### config.mk
export PLATFORM = sky130hd
export DESIGN_NAME = branch_and_bit_set_exec
export DESIGN_NICKNAME = d
export VERILOG_FILES = /design/src/common/exec_pkg.sv /design/src/hdl/branch_and_bit_set_exec.sv /design/src/hdl/q_phase_gen.sv
export SDC_FILE = /design/constraint.sdc
export NUM_CORES = 1
export LEC_CHECK = 0
export ABC_AREA = 1
export ABC_CLOCK_PERIOD_IN_PS = 3000
export BUFFER_PORTS_ARGS = -buffer_cell sky130_fd_sc_hd__buf_2
export CAP_MARGIN = 20
export CORE_ASPECT_RATIO = 1.2
export CORE_MARGIN = 2
export CORE_UTILIZATION = 56
export CTS_BUF_LIST = sky130_fd_sc_hd__clkbuf_8
export DETAILED_ROUTE_END_ITERATION = 16
export PLACE_DENSITY = 0.83
export SLEW_MARGIN = 30
export SYNTH_ARGS = -nofsm -noshare
export SYNTH_HDL_FRONTEND = slang
export SYNTH_SLANG_ARGS = --single-unit
### constraint.sdc
create_clock -name ref_clk -period 3 [get_ports ref_clk]
set_input_delay 0.15 -clock ref_clk [delete_from_list [all_inputs] [get_ports ref_clk]]
set_output_delay 0.15 -clock ref_clk [all_outputs]
set_load 0.01 [all_outputs]
### src/common/exec_pkg.sv
/*
 * Shared constants and types for the branch and bit-set execute block:
 * opcode patterns, bank and index addressing limits, register offsets,
 * field positions, reset values, phase and state encodings.
 * Assumes a 16-bit instruction word and a 12-bit file address space.
 */
package exec_pkg;

   localparam int unsigned PC_W_DEF      = 16;
   localparam int unsigned PHASE_DIV_DEF = 1;
   localparam int unsigned INSTR_W       = 16;
   localparam int unsigned FILE_ADDR_W   = 12;
   localparam int unsigned BANK_W        = 4;
   localparam int unsigned TAKEN_W       = 16;

   localparam logic [7:0]  OP_NO_OVF_HI  = 8'he5;
   localparam logic [7:0]  OP_NONZERO_HI = 8'he1;
   localparam logic [4:0]  OP_ALWAYS_HI  = 5'h1a;
   localparam logic [3:0]  OP_SETBIT_HI  = 4'h8;
   localparam logic [15:0] NOP_WORD      = 16'h0000;

   localparam logic [7:0]  INDEX_MAX      = 8'h5f;
   localparam logic [7:0]  ACCESS_SPLIT   = 8'h60;
   localparam logic [3:0]  ACCESS_LO_BANK = 4'h0;
   localparam logic [3:0]  ACCESS_HI_BANK = 4'hf;

   localparam logic [7:0]  REG_CTRL   = 8'h00;
   localparam logic [7:0]  REG_BANK   = 8'h04;
   localparam logic [7:0]  REG_PC     = 8'h08;
   localparam logic [7:0]  REG_STATUS = 8'h0c;
   localparam logic [7:0]  REG_TAKEN  = 8'h10;

   localparam int unsigned CTRL_RUN_BIT   = 0;
   localparam int unsigned CTRL_EXT_BIT   = 1;
   localparam int unsigned ST_PHASE_LSB   = 0;
   localparam int unsigned ST_FLUSH_BIT   = 2;
   localparam int unsigned ST_TAKEN_BIT   = 3;
   localparam int unsigned ST_KIND_LSB    = 4;

   localparam logic        RUN_RST  = 1'b0;
   localparam logic        EXT_RST  = 1'b0;
   localparam logic [3:0]  BANK_RST = 4'h0;

   typedef enum logic [1:0] {
      q1 = 2'b00, q2 = 2'b01, q3 = 2'b10, q4 = 2'b11
   } phase_t;

   typedef enum logic {
      exec_st = 1'b0, flush_st = 1'b1
   } exec_state_t;

   typedef enum logic [2:0] {
      other_op              = 3'b000,
      branch_no_overflow_op = 3'b001,
      branch_nonzero_op     = 3'b010,
      branch_always_op      = 3'b011,
      set_file_bit_op       = 3'b100
   } op_kind_t;

   typedef struct packed {
      logic                   rd;
      logic                   wr;
      logic [FILE_ADDR_W-1:0] addr;
      logic [7:0]             wdata;
   } file_req_t;

endpackage : exec_pkg

### src/hdl/branch_and_bit_set_exec.sv
/*
 * Execute logic for two conditional branches, the unconditional branch
 * and the single bit set of an 8-bit core, with an APB register slave.
 * Assumes instruction word, flags, index base and file read data come
 * from logic on ref_clk; file read data is valid one phase after rd.
 */
// The APB register port and the placing of the registers are this design's own decisions.
// Behaviour
// - Opcode e5 with 8-bit offset branches only when overflow is clear.
// - Opcode e1 with 8-bit offset branches only when zero is clear.
// - A taken conditional branch goes to incremented PC plus twice offset.
// - Prefix 11010 with 11-bit offset always goes to PC plus twice offset.
// - The unconditional branch takes two instruction cycles and one word.
// - A conditional branch takes one cycle, or two cycles when taken.
// - A taken branch writes PC in the fourth phase, then idles a cycle.
// - Prefix 1000 sets the indexed bit of the addressed file register.
// - With access flag 0 and no indexing the operand lies in the access bank.
// - With access flag 1 the bank comes from the bank select register.
// - Access flag 0, extension on and address up to 95 use indexing.
`timescale 1ns/1ns
module branch_and_bit_set_exec #(
   parameter int unsigned PC_W      = exec_pkg::PC_W_DEF,
   parameter int unsigned PHASE_DIV = exec_pkg::PHASE_DIV_DEF
) (
   input  wire logic                        ref_clk,
   input  wire logic                        nrst,
   input  wire logic                        psel,
   input  wire logic                        penable,
   input  wire logic                        pwrite,
   input  wire logic [7:0]                  paddr,
   input  wire logic [31:0]                 pwdata,
   output logic [31:0]                      prdata,
   output logic                             pready,
   output logic                             pslverr,
   input  wire logic [15:0]                 instr_word,
   input  wire logic                        ovf_flag,
   input  wire logic                        zero_flag,
   input  wire logic [11:0]                 index_base,
   input  wire logic [7:0]                  file_rdata,
   output logic [PC_W-1:0]                  fetch_addr,
   output exec_pkg::file_req_t              file_req,
   output logic                             phase_en,
   output exec_pkg::phase_t                 phase
);
   logic                      run_q;
   logic                      ext_set_q;
   logic [3:0]                bank_select_reg_q;
   logic [PC_W-1:0]           pc_q;
   exec_pkg::exec_state_t     state_q;
   logic [15:0]               ir_q;
   logic [7:0]                rmw_q;
   logic [exec_pkg::TAKEN_W-1:0] taken_cnt_q;
   exec_pkg::op_kind_t        last_kind_q;
   logic                      last_taken_q;
   exec_pkg::op_kind_t        kind;
   logic                      take;
   logic                      indexed;
   logic [11:0]               operand_addr;
   logic [PC_W-1:0]           cond_target;
   logic [PC_W-1:0]           bra_target;
   logic [PC_W-1:0]           target;
   logic                      in_exec;
   logic                      act_q1;
   logic                      act_q2;
   logic                      act_q3;
   logic                      act_q4;
   logic                      apb_wr;
   logic                      pc_wr;
   logic                      taken_clr;
   logic                      hit;
   logic [31:0]               rd_mux;
   logic [7:0]                bit_mask;

   q_phase_gen #(
      .DIV (PHASE_DIV)
   ) u_phase (
      .ref_clk  (ref_clk),
      .nrst     (nrst),
      .run      (run_q),
      .phase_en (phase_en),
      .phase    (phase)
   );

   assign act_q1  = phase_en && (phase == exec_pkg::q1);
   assign act_q2  = phase_en && (phase == exec_pkg::q2);
   assign act_q3  = phase_en && (phase == exec_pkg::q3);
   assign act_q4  = phase_en && (phase == exec_pkg::q4);
   assign in_exec = (state_q == exec_pkg::exec_st);

   // Opcode matching on the latched instruction word.
   always_comb begin
      kind = exec_pkg::other_op;
      if (ir_q[15:8] == exec_pkg::OP_NO_OVF_HI) begin
         kind = exec_pkg::branch_no_overflow_op;
      end else if (ir_q[15:8] == exec_pkg::OP_NONZERO_HI) begin
         kind = exec_pkg::branch_nonzero_op;
      end else if (ir_q[15:11] == exec_pkg::OP_ALWAYS_HI) begin
         kind = exec_pkg::branch_always_op;
      end else if (ir_q[15:12] == exec_pkg::OP_SETBIT_HI) begin
         kind = exec_pkg::set_file_bit_op;
      end
   end

   // Flags are only read here; this block has no path to write them.
   always_comb begin
      case (kind)
         exec_pkg::branch_no_overflow_op: take = !ovf_flag;
         exec_pkg::branch_nonzero_op:     take = !zero_flag;
         exec_pkg::branch_always_op:      take = 1'b1;
         default:                         take = 1'b0;
      endcase
   end

   // The PC already points past the branch when these are used.
   assign cond_target = pc_q
      + {{(PC_W-9){ir_q[7]}}, ir_q[7:0], 1'b0};
   assign bra_target = pc_q
      + {{(PC_W-12){ir_q[10]}}, ir_q[10:0], 1'b0};
   assign target = (kind == exec_pkg::branch_always_op)
      ? bra_target : cond_target;

   // Operand address selection for the bit set.
   assign indexed = !ir_q[8] && ext_set_q
      && (ir_q[7:0] <= exec_pkg::INDEX_MAX);
   always_comb begin
      if (ir_q[8]) begin
         operand_addr = {bank_select_reg_q, ir_q[7:0]};
      end else if (indexed) begin
         operand_addr = index_base + {4'h0, ir_q[7:0]};
      end else if (ir_q[7:0] >= exec_pkg::ACCESS_SPLIT) begin
         operand_addr = {exec_pkg::ACCESS_HI_BANK, ir_q[7:0]};
      end else begin
         operand_addr = {exec_pkg::ACCESS_LO_BANK, ir_q[7:0]};
      end
   end

   assign bit_mask = 8'h01 << ir_q[11:9];

   // APB slave: zero wait states, read data staged in the setup cycle.
   assign apb_wr    = psel && penable && pwrite;
   assign pc_wr     = apb_wr && (paddr == exec_pkg::REG_PC);
   assign taken_clr = apb_wr && (paddr == exec_pkg::REG_TAKEN);
   assign pready    = 1'b1;
   assign pslverr   = psel && penable && !hit;

   always_comb begin
      rd_mux = 32'h0;
      hit    = 1'b1;
      case (paddr)
         exec_pkg::REG_CTRL: begin
            rd_mux[exec_pkg::CTRL_RUN_BIT] = run_q;
            rd_mux[exec_pkg::CTRL_EXT_BIT] = ext_set_q;
         end
         exec_pkg::REG_BANK: begin
            rd_mux[3:0] = bank_select_reg_q;
         end
         exec_pkg::REG_PC: begin
            rd_mux[PC_W-1:0] = pc_q;
         end
         exec_pkg::REG_STATUS: begin
            rd_mux[exec_pkg::ST_PHASE_LSB +: 2] = phase;
            rd_mux[exec_pkg::ST_FLUSH_BIT]      = !in_exec;
            rd_mux[exec_pkg::ST_TAKEN_BIT]      = last_taken_q;
            rd_mux[exec_pkg::ST_KIND_LSB +: 3]  = last_kind_q;
         end
         exec_pkg::REG_TAKEN: begin
            rd_mux[exec_pkg::TAKEN_W-1:0] = taken_cnt_q;
         end
         default: begin
            hit = 1'b0;
         end
      endcase
   end

   always_ff @(posedge ref_clk or negedge nrst) begin
      if (!nrst) begin
         prdata <= 32'h0;
      end else if (psel && !penable) begin
         prdata <= rd_mux;
      end
   end

   always_ff @(posedge ref_clk or negedge nrst) begin
      if (!nrst) begin
         run_q             <= exec_pkg::RUN_RST;
         ext_set_q         <= exec_pkg::EXT_RST;
         bank_select_reg_q <= exec_pkg::BANK_RST;
      end else if (apb_wr && paddr == exec_pkg::REG_CTRL) begin
         run_q     <= pwdata[exec_pkg::CTRL_RUN_BIT];
         ext_set_q <= pwdata[exec_pkg::CTRL_EXT_BIT];
      end else if (apb_wr && paddr == exec_pkg::REG_BANK) begin
         bank_select_reg_q <= pwdata[3:0];
      end
   end

   // Program counter: step in the first phase, branch in the fourth.
   always_ff @(posedge ref_clk or negedge nrst) begin
      if (!nrst) begin
         pc_q <= '0;
      end else if (pc_wr) begin
         pc_q <= {pwdata[PC_W-1:1], 1'b0};
      end else if (act_q1 && in_exec) begin
         pc_q <= pc_q + PC_W'(2);
      end else if (act_q4 && in_exec && take) begin
         pc_q <= target;
      end
   end

   assign fetch_addr = pc_q;

   // A taken branch spends the following instruction cycle idle.
   always_ff @(posedge ref_clk or negedge nrst) begin
      if (!nrst) begin
         state_q <= exec_pkg::exec_st;
      end else if (pc_wr) begin
         state_q <= exec_pkg::exec_st;
      end else if (act_q4) begin
         case (state_q)
            exec_pkg::exec_st: begin
               if (take) begin
                  state_q <= exec_pkg::flush_st;
               end
            end
            exec_pkg::flush_st: begin
               state_q <= exec_pkg::exec_st;
            end
            default: begin
               state_q <= exec_pkg::exec_st;
            end
         endcase
      end
   end

   always_ff @(posedge ref_clk or negedge nrst) begin
      if (!nrst) begin
         ir_q <= exec_pkg::NOP_WORD;
      end else if (act_q1) begin
         ir_q <= in_exec ? instr_word : exec_pkg::NOP_WORD;
      end
   end

   // Bit set as read, modify, write across the instruction cycle.
   always_ff @(posedge ref_clk or negedge nrst) begin
      if (!nrst) begin
         file_req <= '0;
         rmw_q    <= 8'h00;
      end else begin
         file_req.rd <= 1'b0;
         file_req.wr <= 1'b0;
         if (in_exec && kind == exec_pkg::set_file_bit_op) begin
            if (act_q2) begin
               file_req.rd   <= 1'b1;
               file_req.addr <= operand_addr;
            end
            if (act_q3) begin
               rmw_q <= file_rdata | bit_mask;
            end
            if (act_q4) begin
               file_req.wr    <= 1'b1;
               file_req.wdata <= rmw_q;
            end
         end
      end
   end

   always_ff @(posedge ref_clk or negedge nrst) begin
      if (!nrst) begin
         taken_cnt_q  <= '0;
         last_kind_q  <= exec_pkg::other_op;
         last_taken_q <= 1'b0;
      end else begin
         if (act_q4 && in_exec) begin
            last_kind_q  <= kind;
            last_taken_q <= take;
         end
         // A taken branch in the clearing cycle is still counted.
         if (act_q4 && in_exec && take) begin
            taken_cnt_q <= taken_clr ? exec_pkg::TAKEN_W'(1)
                                     : taken_cnt_q + exec_pkg::TAKEN_W'(1);
         end else if (taken_clr) begin
            taken_cnt_q <= '0;
         end
      end
   end
endmodule : branch_and_bit_set_exec

### src/hdl/q_phase_gen.sv
/*
 * Quadrature phase generator: divides ref_clk into phase enables and
 * steps through the four phases of an instruction cycle.
 * Assumes run comes from logic on the same clock.
 */
`timescale 1ns/1ns
module q_phase_gen #(
   parameter int unsigned DIV = exec_pkg::PHASE_DIV_DEF
) (
   input  wire logic      ref_clk,
   input  wire logic      nrst,
   input  wire logic      run,
   output logic           phase_en,
   output exec_pkg::phase_t phase
);
   localparam int unsigned CNT_W = (DIV > 1) ? $clog2(DIV) : 1;
   localparam logic [CNT_W-1:0] CNT_LAST = CNT_W'(DIV - 1);

   logic [CNT_W-1:0] cnt_q;

   always_ff @(posedge ref_clk or negedge nrst) begin
      if (!nrst) begin
         cnt_q <= '0;
      end else if (!run || cnt_q == CNT_LAST) begin
         cnt_q <= '0;
      end else begin
         cnt_q <= cnt_q + CNT_W'(1);
      end
   end

   assign phase_en = run && (cnt_q == CNT_LAST);

   // The phase freezes while stopped so a halted cycle resumes in place.
   always_ff @(posedge ref_clk or negedge nrst) begin
      if (!nrst) begin
         phase <= exec_pkg::q1;
      end else if (phase_en) begin
         phase <= exec_pkg::phase_t'(phase + 2'h1);
      end
   end

endmodule : q_phase_gen

Word-level counts from Yosys, hierarchy flattened
Index checks and enable logic that the tools add are counted.
- reduce and logical (&&, ||, !) cells: 36
- multiplexer cells: 31
- bitwise logic cells: 4
- shifts and indexed selects: 1
- $lt $le $gt $ge: 2
- add/subtract/negate cells: 7
- equality and inequality tests: 15
- operators by type and width (cell ; count):
    $mux W16 ; 8
    $mux W12 ; 4
    $add A16 B16 Y16 ; 2
    $mux W22 ; 1
    $logic_and A1 B1 Y1 ; 19
    $pmux W9 S2 ; 1
    $add A16 B1 Y16 const B ; 1
    $add A16 B2 Y16 const B ; 1
    $eq A8 B4 Y1 const B ; 2
    $eq A8 B8 Y1 const B ; 2
    $add A12 B8 Y12 ; 1
    $mux W3 ; 4
    $pmux W2 S5 ; 1
    $pmux W3 S3 ; 1
    $eq A8 B3 Y1 const B ; 1
    $eq A8 B5 Y1 const B ; 1
    $ge A8 B7 Y1 const B ; 1
    $le A8 B7 Y1 const B ; 1
    $logic_not A8 Y1 ; 1
    $mux W8 ; 1
    $or A8 B8 Y8 ; 1
    $pmux W2 S4 ; 1
    $reduce_and A2 Y1 ; 4
    $shl A1 B3 Y8 const A ; 1
    other kinds (19) ; 35
- input bits: 83
- register bits: 108
- output and inout port bits: 75

Longest topological paths before layout
Gate-level depths: netlist (run 1).
- word-level depth: 11
- depth in mapped cells: 23
- gate-level depth less buffers: 22

Modules after synthesis
A second synthesis (run 1) with hierarchy kept.
- cells, all modules: 853
- area, all modules: 6456.2 um^2
- modules (own cells, without submodules) (module ; area each (um^2) ; instances ; cells an instance):
    branch_and_bit_set_exec ; 6321.1 ; 1 ; 837
    q_phase_gen ; 135.1 ; 1 ; 16

Worst setup path after synthesis (run 1)
OpenSTA, ideal clock, no wires.
- path type: flip-flop to flip-flop
- from: reg u_phase.phase[0]
- to: reg pc_q[9], in the netlist fetch_addr[9]
- stages on the path, launching flop included: 18
- data arrival time: 2724 ps
- required time: 2924 ps
- setup slack: 200 ps
- buffers on the path: 1
- path through: dfrtp_1 > inv_1 > ha_1 > inv_1 > nor2_4 > nand2_2 > clkinv_1 > clkbuf_1 > nor2_1 > ha_1 > a21oi_1 > o21ai_0 > a21oi_1 > o21bai_1 > and2_1 > o21ai_0 > nand2_1 > o21ai_1
- longest elaborated chain between the ends: 5
- elaborated cells between the ends (all ways): 10
- RTL lines (element ; RTL line ; RTL):
    start, declared ; q_phase_gen.sv:14 ; output exec_pkg::phase_t phase
    start signal, assigned ; q_phase_gen.sv:36 ; phase <= exec_pkg::q1;
    start signal, assigned ; q_phase_gen.sv:38 ; phase <= exec_pkg::phase_t'(phase + 2'h1);
    $eq A2 B2 Y1 or $logic_not A2 Y1 (tied branches) ; branch_and_bit_set_exec.sv:87, branch_and_bit_set_exec.sv:84 ;
    $logic_and A1 B1 Y1 (on tied branches) ; branch_and_bit_set_exec.sv:87, branch_and_bit_set_exec.sv:84 ;
    $logic_and A1 B1 Y1 (on tied branches) ; branch_and_bit_set_exec.sv:204, branch_and_bit_set_exec.sv:202 ;
    $logic_and A1 B1 Y1 or $mux W16 (tied branches) ; branch_and_bit_set_exec.sv:204, branch_and_bit_set_exec.sv:202 ;
    $reduce_bool A3 Y1 (no source line) or $mux W16 (tied branches) ; -- ;
    end signal, assigned ; branch_and_bit_set_exec.sv:201 ; pc_q <= {pwdata[PC_W-1:1], 1'b0};
    end signal, assigned ; branch_and_bit_set_exec.sv:203 ; pc_q <= pc_q + PC_W'(2);
    end signal, assigned ; branch_and_bit_set_exec.sv:205 ; pc_q <= target;
    end, declared ; branch_and_bit_set_exec.sv:48 ; logic [PC_W-1:0] pc_q;
Parallel ways exist; a longest one is shown, timed or not.
A chain may end at the register's enable or synchronous reset.

Final worst setup path (run 1)
- from: reg u_phase.phase[1]
- to: reg pc_q[12], in the netlist fetch_addr[12]
The elaborated chain is that of the path after synthesis.

==> results of run 1 <==
-- layout by cell type (no fill, tap or decap), drive strengths merged, types with 14 or more instances in the layout --
cell type	n
nand2	209
buf	137
dfrtp	107
inv	99
nor2	79
o21ai	78
nand3	44
a21oi	44
ha	23
conb	19
dlygate4sd3	18
xor2	14
o22ai	14
-- registers in the layout, indices dropped and copies added, names as in the netlist --
name,cells
state_q,1
u_phase.cnt_q,1
run_q,1
fetch_addr,15
ir_q,16
ext_set_q,1
rmw_q,8
last_kind_q,3
taken_cnt_q,16
prdata,16
bank_select_reg_q,4
u_phase.phase,2
file_req,22
last_taken_q,1
-- path summary, 6_finish.rpt --
path,from,to,cells past startpoint
worst max-delay path,u_phase.phase[1],fetch_addr[12],19
worst min-delay path,instr_word[7],ir_q[7],3
worst max register to register,u_phase.phase[1],fetch_addr[12],19
worst min register to register,file_req[5],file_req[5],2
max in group asynchronous,nrst,last_kind_q[0],3
min in group asynchronous,nrst,file_req[16],2
-- stage by stage --
step	hold slack [ps]	setup WS, ps	util	cells	total power [mW]
2_1_floorplan	-146	200	-	848	2.14
3_3_place_gp	249	297	0.646	1103	2.34
3_5_place_dp	255	140	0.646	1103	2.36
4_1_cts	0.655	134	0.678	1137	3.22
5_1_grt	3.28	8.34	0.682	1138	3.42
6_report	5.23	242	0.682	1138	3.23
-- timing repair --
action / in CTS / in global routing
hold buffers: 18 / 0
buffers inserted: 0 / 1
resized for setup: 0 / 10
endpoints found under the setup margin: 0 / 7
hold endpoints to repair: 72 / 0
-- power by group through the flow --
| stage | clock network [mW] | logic [mW] | registers (mW) |
|---|---|---|---|
| after floorplan | 0 | 0.566 | 1.57 |
| after global placement | 0 | 0.750 | 1.59 |
| after detailed placement | 0 | 0.763 | 1.59 |
| after CTS | 0.871 | 0.785 | 1.57 |
| after global routing | 0.932 | 0.914 | 1.57 |
| final | 0.854 | 0.806 | 1.57 |
-- cell type report --
cell class / instances / area [um2]
Clock buffer: 9 / 124
Clock inverter: 7 / 60.1
Fill cell: 997 / 3540
Inverter: 97 / 364
Multi-Input combinational cell: 609 / 3250
Sequential cell: 107 / 2680
Tap cell: 154 / 193
Timing Repair Buffer: 155 / 923
-- cell families (layout without fill, tap and decap cells) --
| family | after synthesis | in the layout | synth area share |
|---|---|---|---|
| other | 2 | 19 | 0.00117 |
| multiplexers | 1 | 1 | 0.00175 |
| AO/OA/AOI/OAI | 176 | 176 | 0.158 |
| buffers and inverters | 132 | 268 | 0.0912 |
| XOR/XNOR | 21 | 21 | 0.0286 |
| adder cells (fa/ha/maj) | 25 | 25 | 0.0510 |
| flip-flops | 107 | 107 | 0.416 |
| AND/OR/NAND/NOR | 367 | 367 | 0.252 |
-- tightest hold or removal path, delay by kind of cell --
kind	cells	cell delay, ps
and+or+nand+nor	1	50
buffers and inverters	1	80
AOI/OAI and AO/OA	1	60
-- routing by layer --
layer / global-route usage / wire, um
met5: 0 / 0
met4: 0.119 / 647
met3: 0.0484 / 944
met2: 0.461 / 8260
met1: 0.379 / 7410
==> qor.txt, run 1 <==
Hold Path Class: input port to register
Status: finished clean
Starting Density: 0.577
CTS Buf Count: 9
Slowest cell on the critical path: dfrtp_1
CP arrival: 3060 ps
Final Hold Viols: 0
Slew Limit Fails: 0
RSZ-0062 raised after global routing: false
Port Buf Inserts: 123
Initial antenna violation count: 0
Final setup fails: 0
Largest net degree at the start of global routing: 57
FF+latch count, synth: 107
Crit-path cells: inv_1 > ha_1 > inv_2 > nor2_4 > nand2_2 > clkinv_1 > buf_8 > nor2_1 > ha_1 > nand2_2 > nor2_1 > nand3_1 > nand3_1 > nand2_1 > nand3_1 > nand2_1 > xor2_1 > nor2_1 > o21ai_0
MaxCap Viol Count: 0
IO Count: 158
Clock sink count: 107
VDD IR-drop max: 0.313 mV
Worst path max stage delay: 410 ps
Post-Place Cell Area: 7190 um2
Register share of total power: 0.486
Synth Flop Type: dfrtp_1
Clock Path Buffers: 2
Clock Pin Slew Worst Setup and Hold Paths: 110 ps
Die area: 12400 um2
Clock share of power: 0.264
CP Launch Type: register
Drc violations: 0
Pre-Repair DR Iteration Count: 6
Drt initial violations: 372
Fin crit share: 0.919
Cell internal pwr: 2.14 mW
Netlist cell types: 50
Die Width: 102 um
DR vias: 6152
Tmin final: 2760 ps
Post-synth EDFFs: 0
CTS Root Cell: clkbuf_8
Vias/cell: 5.41
Largest delay share family, worst path: simple AND/OR/NAND/NOR gates
Leakage: 3.83 nW
Routed Wire Length: 17.3 mm
Post-route setup TNS: 0 ps
Count leader, synth: nand2_1
Max_slew headroom: 0.518
Worst Setup Path Type: register to register
Core Area: 11100 um2
Comb pwr share: 0.250
Gate Count Post-Synth: 831
GRT overflow: 0
Mapped Area: 6430 um2
WL per Instance: 15.2 um
Max Clk Rate: 363 MHz
Largest area contributor in the netlist: dfrtp_1
Top cells by area in the synthesized netlist: dfrtp_1, nand2_1, o21ai_0
Yosys warning count: 0
Overall routing resource usage: 0.285
Most frequent cells after synthesis: nand2_1, dfrtp_1, inv_1
Req. time, crit path: 3300 ps
Switching power: 1.09 mW
Die Y: 121 um
H-tree lvl count: 3
Post-Syn Area per Cell: 7.74 um2
Vias in the first global route: 5786
Worst Tran Pin Value: 722 ps
Maximum fanout along the worst path: 17
Antenna-violating nets left: 0
Share of the synthesized area in the top cell type: 0.416
Placer Congestion: 0.960
Worst skew pair latency: 370 ps
Share of cells above drive strength 1: 0.200
Area Overhead vs Synth: 18.1%
Num rows: 42
Seq/Total Area, Yosys: 0.416
FF-to-FF setup slack: 240 ps
DPL Wire Length: 12.9 mm
Finished Cell Area: 7600 um2
PwrDens: 425 nW/um2
FFs w/ async S/R, synth: 1.00
First-pass GRT wire length: 27.4 mm
Switching share of power: 0.338
Clock Skew: 10.2 ps
CTS tree: done
CP endpoint kind: register
Nets: 1087
Buf+Inv Stages, Crit Path: 4
N_diodes: 0
(Power assumes the default switching activity.)
==> inputs of run 2 (changes only) <==
--- a/config.mk
+++ b/config.mk
@@ -9,12 +9,14 @@
 export ABC_CLOCK_PERIOD_IN_PS = 3000
 export BUFFER_PORTS_ARGS = -buffer_cell sky130_fd_sc_hd__buf_2
 export CAP_MARGIN = 20
+export CELL_PAD_IN_SITES_DETAIL_PLACEMENT = 0
+export CELL_PAD_IN_SITES_GLOBAL_PLACEMENT = 1
 export CORE_ASPECT_RATIO = 1.2
 export CORE_MARGIN = 2
-export CORE_UTILIZATION = 56
+export CORE_UTILIZATION = 40
 export CTS_BUF_LIST = sky130_fd_sc_hd__clkbuf_8
 export DETAILED_ROUTE_END_ITERATION = 16
-export PLACE_DENSITY = 0.83
+export PLACE_DENSITY_LB_ADDON = 0.1
 export SLEW_MARGIN = 30
 export SYNTH_ARGS = -nofsm -noshare
 export SYNTH_HDL_FRONTEND = slang
==> qor.txt, run 2 (synthesis results as in run 1) <==
Vias/cell: 5.07 (-6.2%)
Starting Density: 0.411 (-0.166)
WL per Instance: 16.0 um (+5.5%)
Tmin final: 2740 ps (-16.5 ps)
Worst skew pair latency: 400 ps (+30 ps)
Post-route setup TNS: 0 ps (unchanged)
DR vias: 6107 (-0.73%)
CP arrival: 3060 ps (about the same)
Placer Congestion: 0.891 (-7.2%)
Nets: 1099 (+1.1%)
Leakage: 3.92 nW (+2.3%)
Place WS: 98.8 ps (-41.1 ps)
Initial antenna violation count: 1 (+1)
GRT overflow: 0 (unchanged)
CTS Root Cell: clkbuf_8
Status: finished clean
Req. time, crit path: 3320 ps (+20 ps)
Drt initial violations: 409 (+9.9%)
Overall routing resource usage: 0.228 (-0.0578)
VDD IR-drop max: 0.199 mV (-36%)
Die Width: 120 um (+18%)
Hold Path Class: input port to register
Finished Cell Area: 7830 um2 (+3.1%)
Worst Setup Path Type: register to register
Routed Wire Length: 19.3 mm (+12%)
Layout Utilization: 0.501 (-0.181)
Share of cells above drive strength 1: 0.213 (+0.0126)
Non-Filler Instances: 1204 (+5.8%)
Num rows: 50 (+19%)
Worst path max stage delay: 420 ps (about the same)
First-pass GRT wire length: 30.6 mm (+12%)
Buf+Inv Stages, Crit Path: 4 (unchanged)
Pre-Repair DR Iteration Count: 5 (-1)
Die Y: 143 um (+18%)
Max Clk Rate: 365 MHz (+0.60%)
IO Count: 158 (unchanged)
Pwr Total: 3.45 mW (+6.8%)
Max_slew headroom: 0.623 (+0.105)
Most frequent CP cell: nand2_1
Most frequent cells in the layout: nand2_1, buf_2, dfrtp_1
Post-Place Cell Area: 7280 um2 (+1.1%)
CTS tree: done
Clock Pin Slew Worst Setup and Hold Paths: 110 ps (about the same)
Area Overhead vs Synth: 21.8%
Dpl cells: 1159 (+5.1%)
Port Buf Inserts: 123 (unchanged)
MaxCap Viol Count: 0 (unchanged)
N_diodes: 0 (unchanged)
Final Hold Viols: 0 (unchanged)
Clock Skew: 12.4 ps (+2.26 ps)
Clock sink count: 107 (unchanged)
Maximum fanout along the worst path: 6 (-11)
Largest net degree at the start of global routing: 58 (+1.8%)
DPL Wire Length: 14.8 mm (+14%)
H-tree lvl count: 3 (unchanged)
Clock Path Buffers: 2 (unchanged)
Slew Limit Fails: 0 (unchanged)
CTS Buf Count: 9 (unchanged)
RSZ-0062 raised after global routing: false
Core Area: 15600 um2 (+40%)
CP Launch Type: register
Most common cell after layout, fill and taps aside: nand2_1
PnR worst setup slack: 258 ps (+16.5 ps)
Vias in the first global route: 5892 (+1.8%)
Drc violations: 0 (unchanged)
Crit-path cells: inv_2 > ha_1 > inv_2 > nor2_4 > nand2_4 > clkinvlp_4 > nor2_2 > ha_2 > nand2_1 > inv_1 > nand2_1 > nand2_1 > nand2_1 > nand3_1 > nand2_1 > nand3_1 > nand2_1 > xor2_1 > nor2_1 > o21ai_0
CP endpoint kind: register
Fin crit share: 0.914 (-0.00550)
Largest delay share family, worst path: simple AND/OR/NAND/NOR gates
Final setup fails: 0 (unchanged)
Slowest cell on the critical path: dfrtp_1
Die area: 17100 um2 (+38%)
PwrDens: 440 nW/um2 (+3.6%)
Antenna-violating nets left: 0 (unchanged)
Largest Register: file_req
Worst Tran Pin Value: 560 ps (-163 ps)
Hold WS: 15.7 ps (+10.5 ps)
Max reg flops: 22 (unchanged)
## run 2: cell count changes in the layout (fill, tap and decap cells not counted), moves of 2 or more
cell / before / now
inv_8: 2 / 0
bufinv_16: 0 / 2
buf_4: 13 / 18
dlygate4sd3_1: 18 / 25
nand2_2: 6 / 4
a21oi_2: 1 / 4
nor2_2: 6 / 12
inv_6: 1 / 4
a21oi_1: 43 / 40
nor2_1: 68 / 62
## run 2: layer usage
layer,share of wire,up-vias,track usage,routed length [um]
li1,-,3035,-,-
met1,0.43,2909,0.288,8300
met2,0.52,149,0.411,9950
met3,0.044,12,0.0347,850
met4,0.0079,2,0.0495,152
met5,0.00067,-,0,13
## run 2: power by group
part	switching, mW	leakage (nW)	total (mW)	internal (mW)
clock network	0.560	0.115	1.04	0.484
logic	0.503	2.58	0.835	0.331
registers	0.0720	1.22	1.57	1.50
## run 2: area by class of cell
type,count,area [um2]
fill,1636,7810
multi-input combinational,609,3280
sequential,107,2680
timing repair buffer,166,1020
inverter,97,368
tap,208,260
clock buffer,9,124
clock inverter,7,104
timing repair inverter,1,7.51
## run 2: final timing paths
kind / slack [ps] / start / end / depth (start not counted)
max in group asynchronous: 2090 / nrst / ir_q[14] / 3
max reg2reg: 260 / u_phase.phase[1] / fetch_addr[12] / 20
min: 20 / pwdata[10] / fetch_addr[10] / 3
min reg2reg: 490 / file_req[5] / file_req[5] / 2
min in group asynchronous: 160 / nrst / file_req[21] / 2
max: 260 / u_phase.phase[1] / fetch_addr[12] / 20
## run 2: tightest hold or removal path: stages
cell      delay [ps]
buf_2             80
o211ai_1          80
o21ai_0           70
## run 2: timing repair
action,4_1_cts,5_1_grt
gates resized for setup,0,19
hold buffers,25,0
hold endpoints to repair,96,0
setup endpoints to repair,0,10
setup buffers,0,3
==> inputs of run 3 (changes only) <==
--- a/config.mk
+++ b/config.mk
@@ -17,6 +17,7 @@
 export CTS_BUF_LIST = sky130_fd_sc_hd__clkbuf_8
 export DETAILED_ROUTE_END_ITERATION = 16
 export PLACE_DENSITY_LB_ADDON = 0.1
+export SETUP_SLACK_MARGIN = 0.3
 export SLEW_MARGIN = 30
 export SYNTH_ARGS = -nofsm -noshare
 export SYNTH_HDL_FRONTEND = slang
==> qor.txt, run 3 (synthesis results as in run 1) <==
Starting Density: 0.411 (unchanged)
Routed Wire Length: 19.5 mm (+1.4%)
Overall routing resource usage: 0.229 (+0.000942)
First-pass GRT wire length: 30.7 mm (+0.20%)
Worst skew pair latency: 400 ps (about the same)
Max_slew headroom: 0.562 (-0.0610)
Status: finished clean
Worst Setup Path Type: register to register
VDD IR-drop max: 0.234 mV (+18%)
Req. time, crit path: 3280 ps (-40 ps)
DR vias: 6136 (+0.47%)
Core Area: 15600 um2 (unchanged)
Clock Skew: 20.5 ps (+8.10 ps)
FF-to-FF setup slack: 470 ps (+210 ps)
Worst path max stage delay: 410 ps (about the same)
Nets: 1104 (+0.45%)
Worst Tran Pin Value: 656 ps (+96.6 ps)
GRT overflow: 0 (unchanged)
Post-Place Cell Area: 7260 um2 (-0.19%)
Drt initial violations: 413 (+0.98%)
CTS tree: done
WL per Instance: 16.2 um (+0.96%)
CTS Root Cell: clkbuf_8
DPL Wire Length: 14.7 mm (-0.47%)
Die area: 17100 um2 (unchanged)
Largest Register: file_req
CP endpoint kind: register
Largest net degree at the start of global routing: 49 (-16%)
Leakage: 3.96 nW (+0.91%)
Num rows: 50 (unchanged)
MaxCap Viol Count: 0 (unchanged)
Slowest cell on the critical path: fa_2
Fin crit share: 0.844 (-0.0695)
Pre-Repair DR Iteration Count: 5 (unchanged)
Port Buf Inserts: 123 (unchanged)
Switching power: 1.17 mW (+2.7%)
Antenna-violating nets left: 0 (unchanged)
Comb pwr share: 0.259 (+0.017)
Vias in the first global route: 5958 (+1.1%)
Share of cells above drive strength 1: 0.228 (+0.0149)
Die Width: 120 um (unchanged)
Metal2 WL: 9.93 mm (-0.21%)
Clock share of power: 0.282 (-0.021)
Finished Cell Area: 7940 um2 (+1.4%)
Slew Limit Fails: 0 (unchanged)
Tmin final: 2530 ps (-209 ps)
Non-Filler Instances: 1209 (+0.42%)
RSZ-0062 raised after global routing: false
Final Hold Viols: 0 (unchanged)
Max Clk Rate: 395 MHz (+8.2%)
Hold WS: 18.2 ps (+2.47 ps)
Die Y: 143 um (unchanged)
Layout Utilization: 0.508 (+0.00688)
Switching share of power: 0.340 (+0.0110)
Clock Pin Slew Worst Setup and Hold Paths: 110 ps (about the same)
CP Launch Type: register
CP arrival: 2810 ps (-250 ps)
CTS Buf Count: 9 (unchanged)
Post-route setup TNS: 0 ps (unchanged)
Placer Congestion: 0.879 (-1.4%)
IO Count: 158 (unchanged)
Met3 Routed Length: 809 um (-4.8%)
Crit-path cells: inv_2 > ha_1 > inv_2 > nor2_4 > nand2_4 > buf_6 > nand2_1 > ha_2 > fa_2 > nand3_1 > nand4_1 > xor2_1 > nand2_1 > o211ai_1 > o21ai_0
N_diodes: 0 (unchanged)
H-tree lvl count: 3 (unchanged)
Final setup fails: 0 (unchanged)
Cell internal pwr: 2.26 mW (-2.3%)
Hold Path Class: input port to register
Drc violations: 0 (unchanged)
Top Layer Used: met4
Most common cell after layout, fill and taps aside: nand2_1
Dpl cells: 1157 (-0.17%)
Vias/cell: 5.08 (about the same)
PwrDens: 432 nW/um2 (-2.0%)
Area Overhead vs Synth: 23.5%
Maximum fanout along the worst path: 4 (-2)
Max reg flops: 22 (unchanged)
WL met1: 8.57 mm (+3.2%)
Register share of total power: 0.458 (+0.003)
Clock Path Buffers: 2 (unchanged)
Most frequent cells in the layout: nand2_1, buf_2, dfrtp_1
Clock sink count: 107 (unchanged)
Initial antenna violation count: 0 (-1)
[run 3: power by group through the flow]
stage | logic (mW) | registers, mW | clock network (mW)
5_1_grt | 0.998 | 1.58 | 1.05
2_1_floorplan | 0.566 | 1.57 | 0
3_5_place_dp | 0.778 | 1.60 | 0
6_report | 0.888 | 1.57 | 0.967
3_3_place_gp | 0.764 | 1.60 | 0
4_1_cts | 0.822 | 1.57 | 0.991
[run 3: through the flow]
stage          setup WS [ps]  total power [mW]
6_report                 467              3.43
5_1_grt                  262              3.62
4_1_cts                  332              3.38
3_5_place_dp             114              2.38
3_3_place_gp             209              2.36
2_1_floorplan            317              2.14
[run 3: layer usage]
metal	GRT usage	vias to the layer above
li1	-	3042
met1	0.292	2933
met2	0.401	148
met3	0.0347	13
met4	0.0669	0
met5	0	-
[run 3: cell type report]
cell class | count | area (um2)
Fill cell | 1573 | 7700
Sequential cell | 107 | 2680
Tap cell | 208 | 260
Inverter | 97 | 372
Clock inverter | 7 | 83.8
Multi-Input combinational cell | 609 | 3360
Clock buffer | 9 | 124
Timing Repair inverter | 1 | 6.26
Timing Repair Buffer | 171 | 1060
[run 3: critical path, delay by kind of cell, from the launching register on]
kind | cells | cell delay [ps]
XOR/XNOR | 1 | 240
AO/OA/AOI/OAI | 2 | 170
flip-flops | 1 | 380
adder cells (fa/ha/maj) | 3 | 820
AND/OR/NAND/NOR | 6 | 560
buffers and inverters | 3 | 250
[run 3: timing repair]
action | 4_1_cts | 5_1_grt
setup endpoints to repair | 9 | 8
pin swaps | 0 | 9
endpoints found under the hold margin | 70 | 0
gates resized for setup | 5 | 30
cloned | 0 | 1
hold buffers | 25 | 0
setup buffers | 2 | 8
[run 3: final timing paths]
path                                   from                to  depth (start not counted)
setup / recovery           u_phase.phase[0]    fetch_addr[11]                         15
hold / removal                   pwdata[11]    fetch_addr[11]                          3
setup reg to reg           u_phase.phase[0]    fetch_addr[11]                         15
hold reg to reg                 file_req[7]       file_req[7]                          2
max in group asynchronous              nrst  u_phase.phase[0]                          3
min in group asynchronous              nrst      file_req[21]                          2
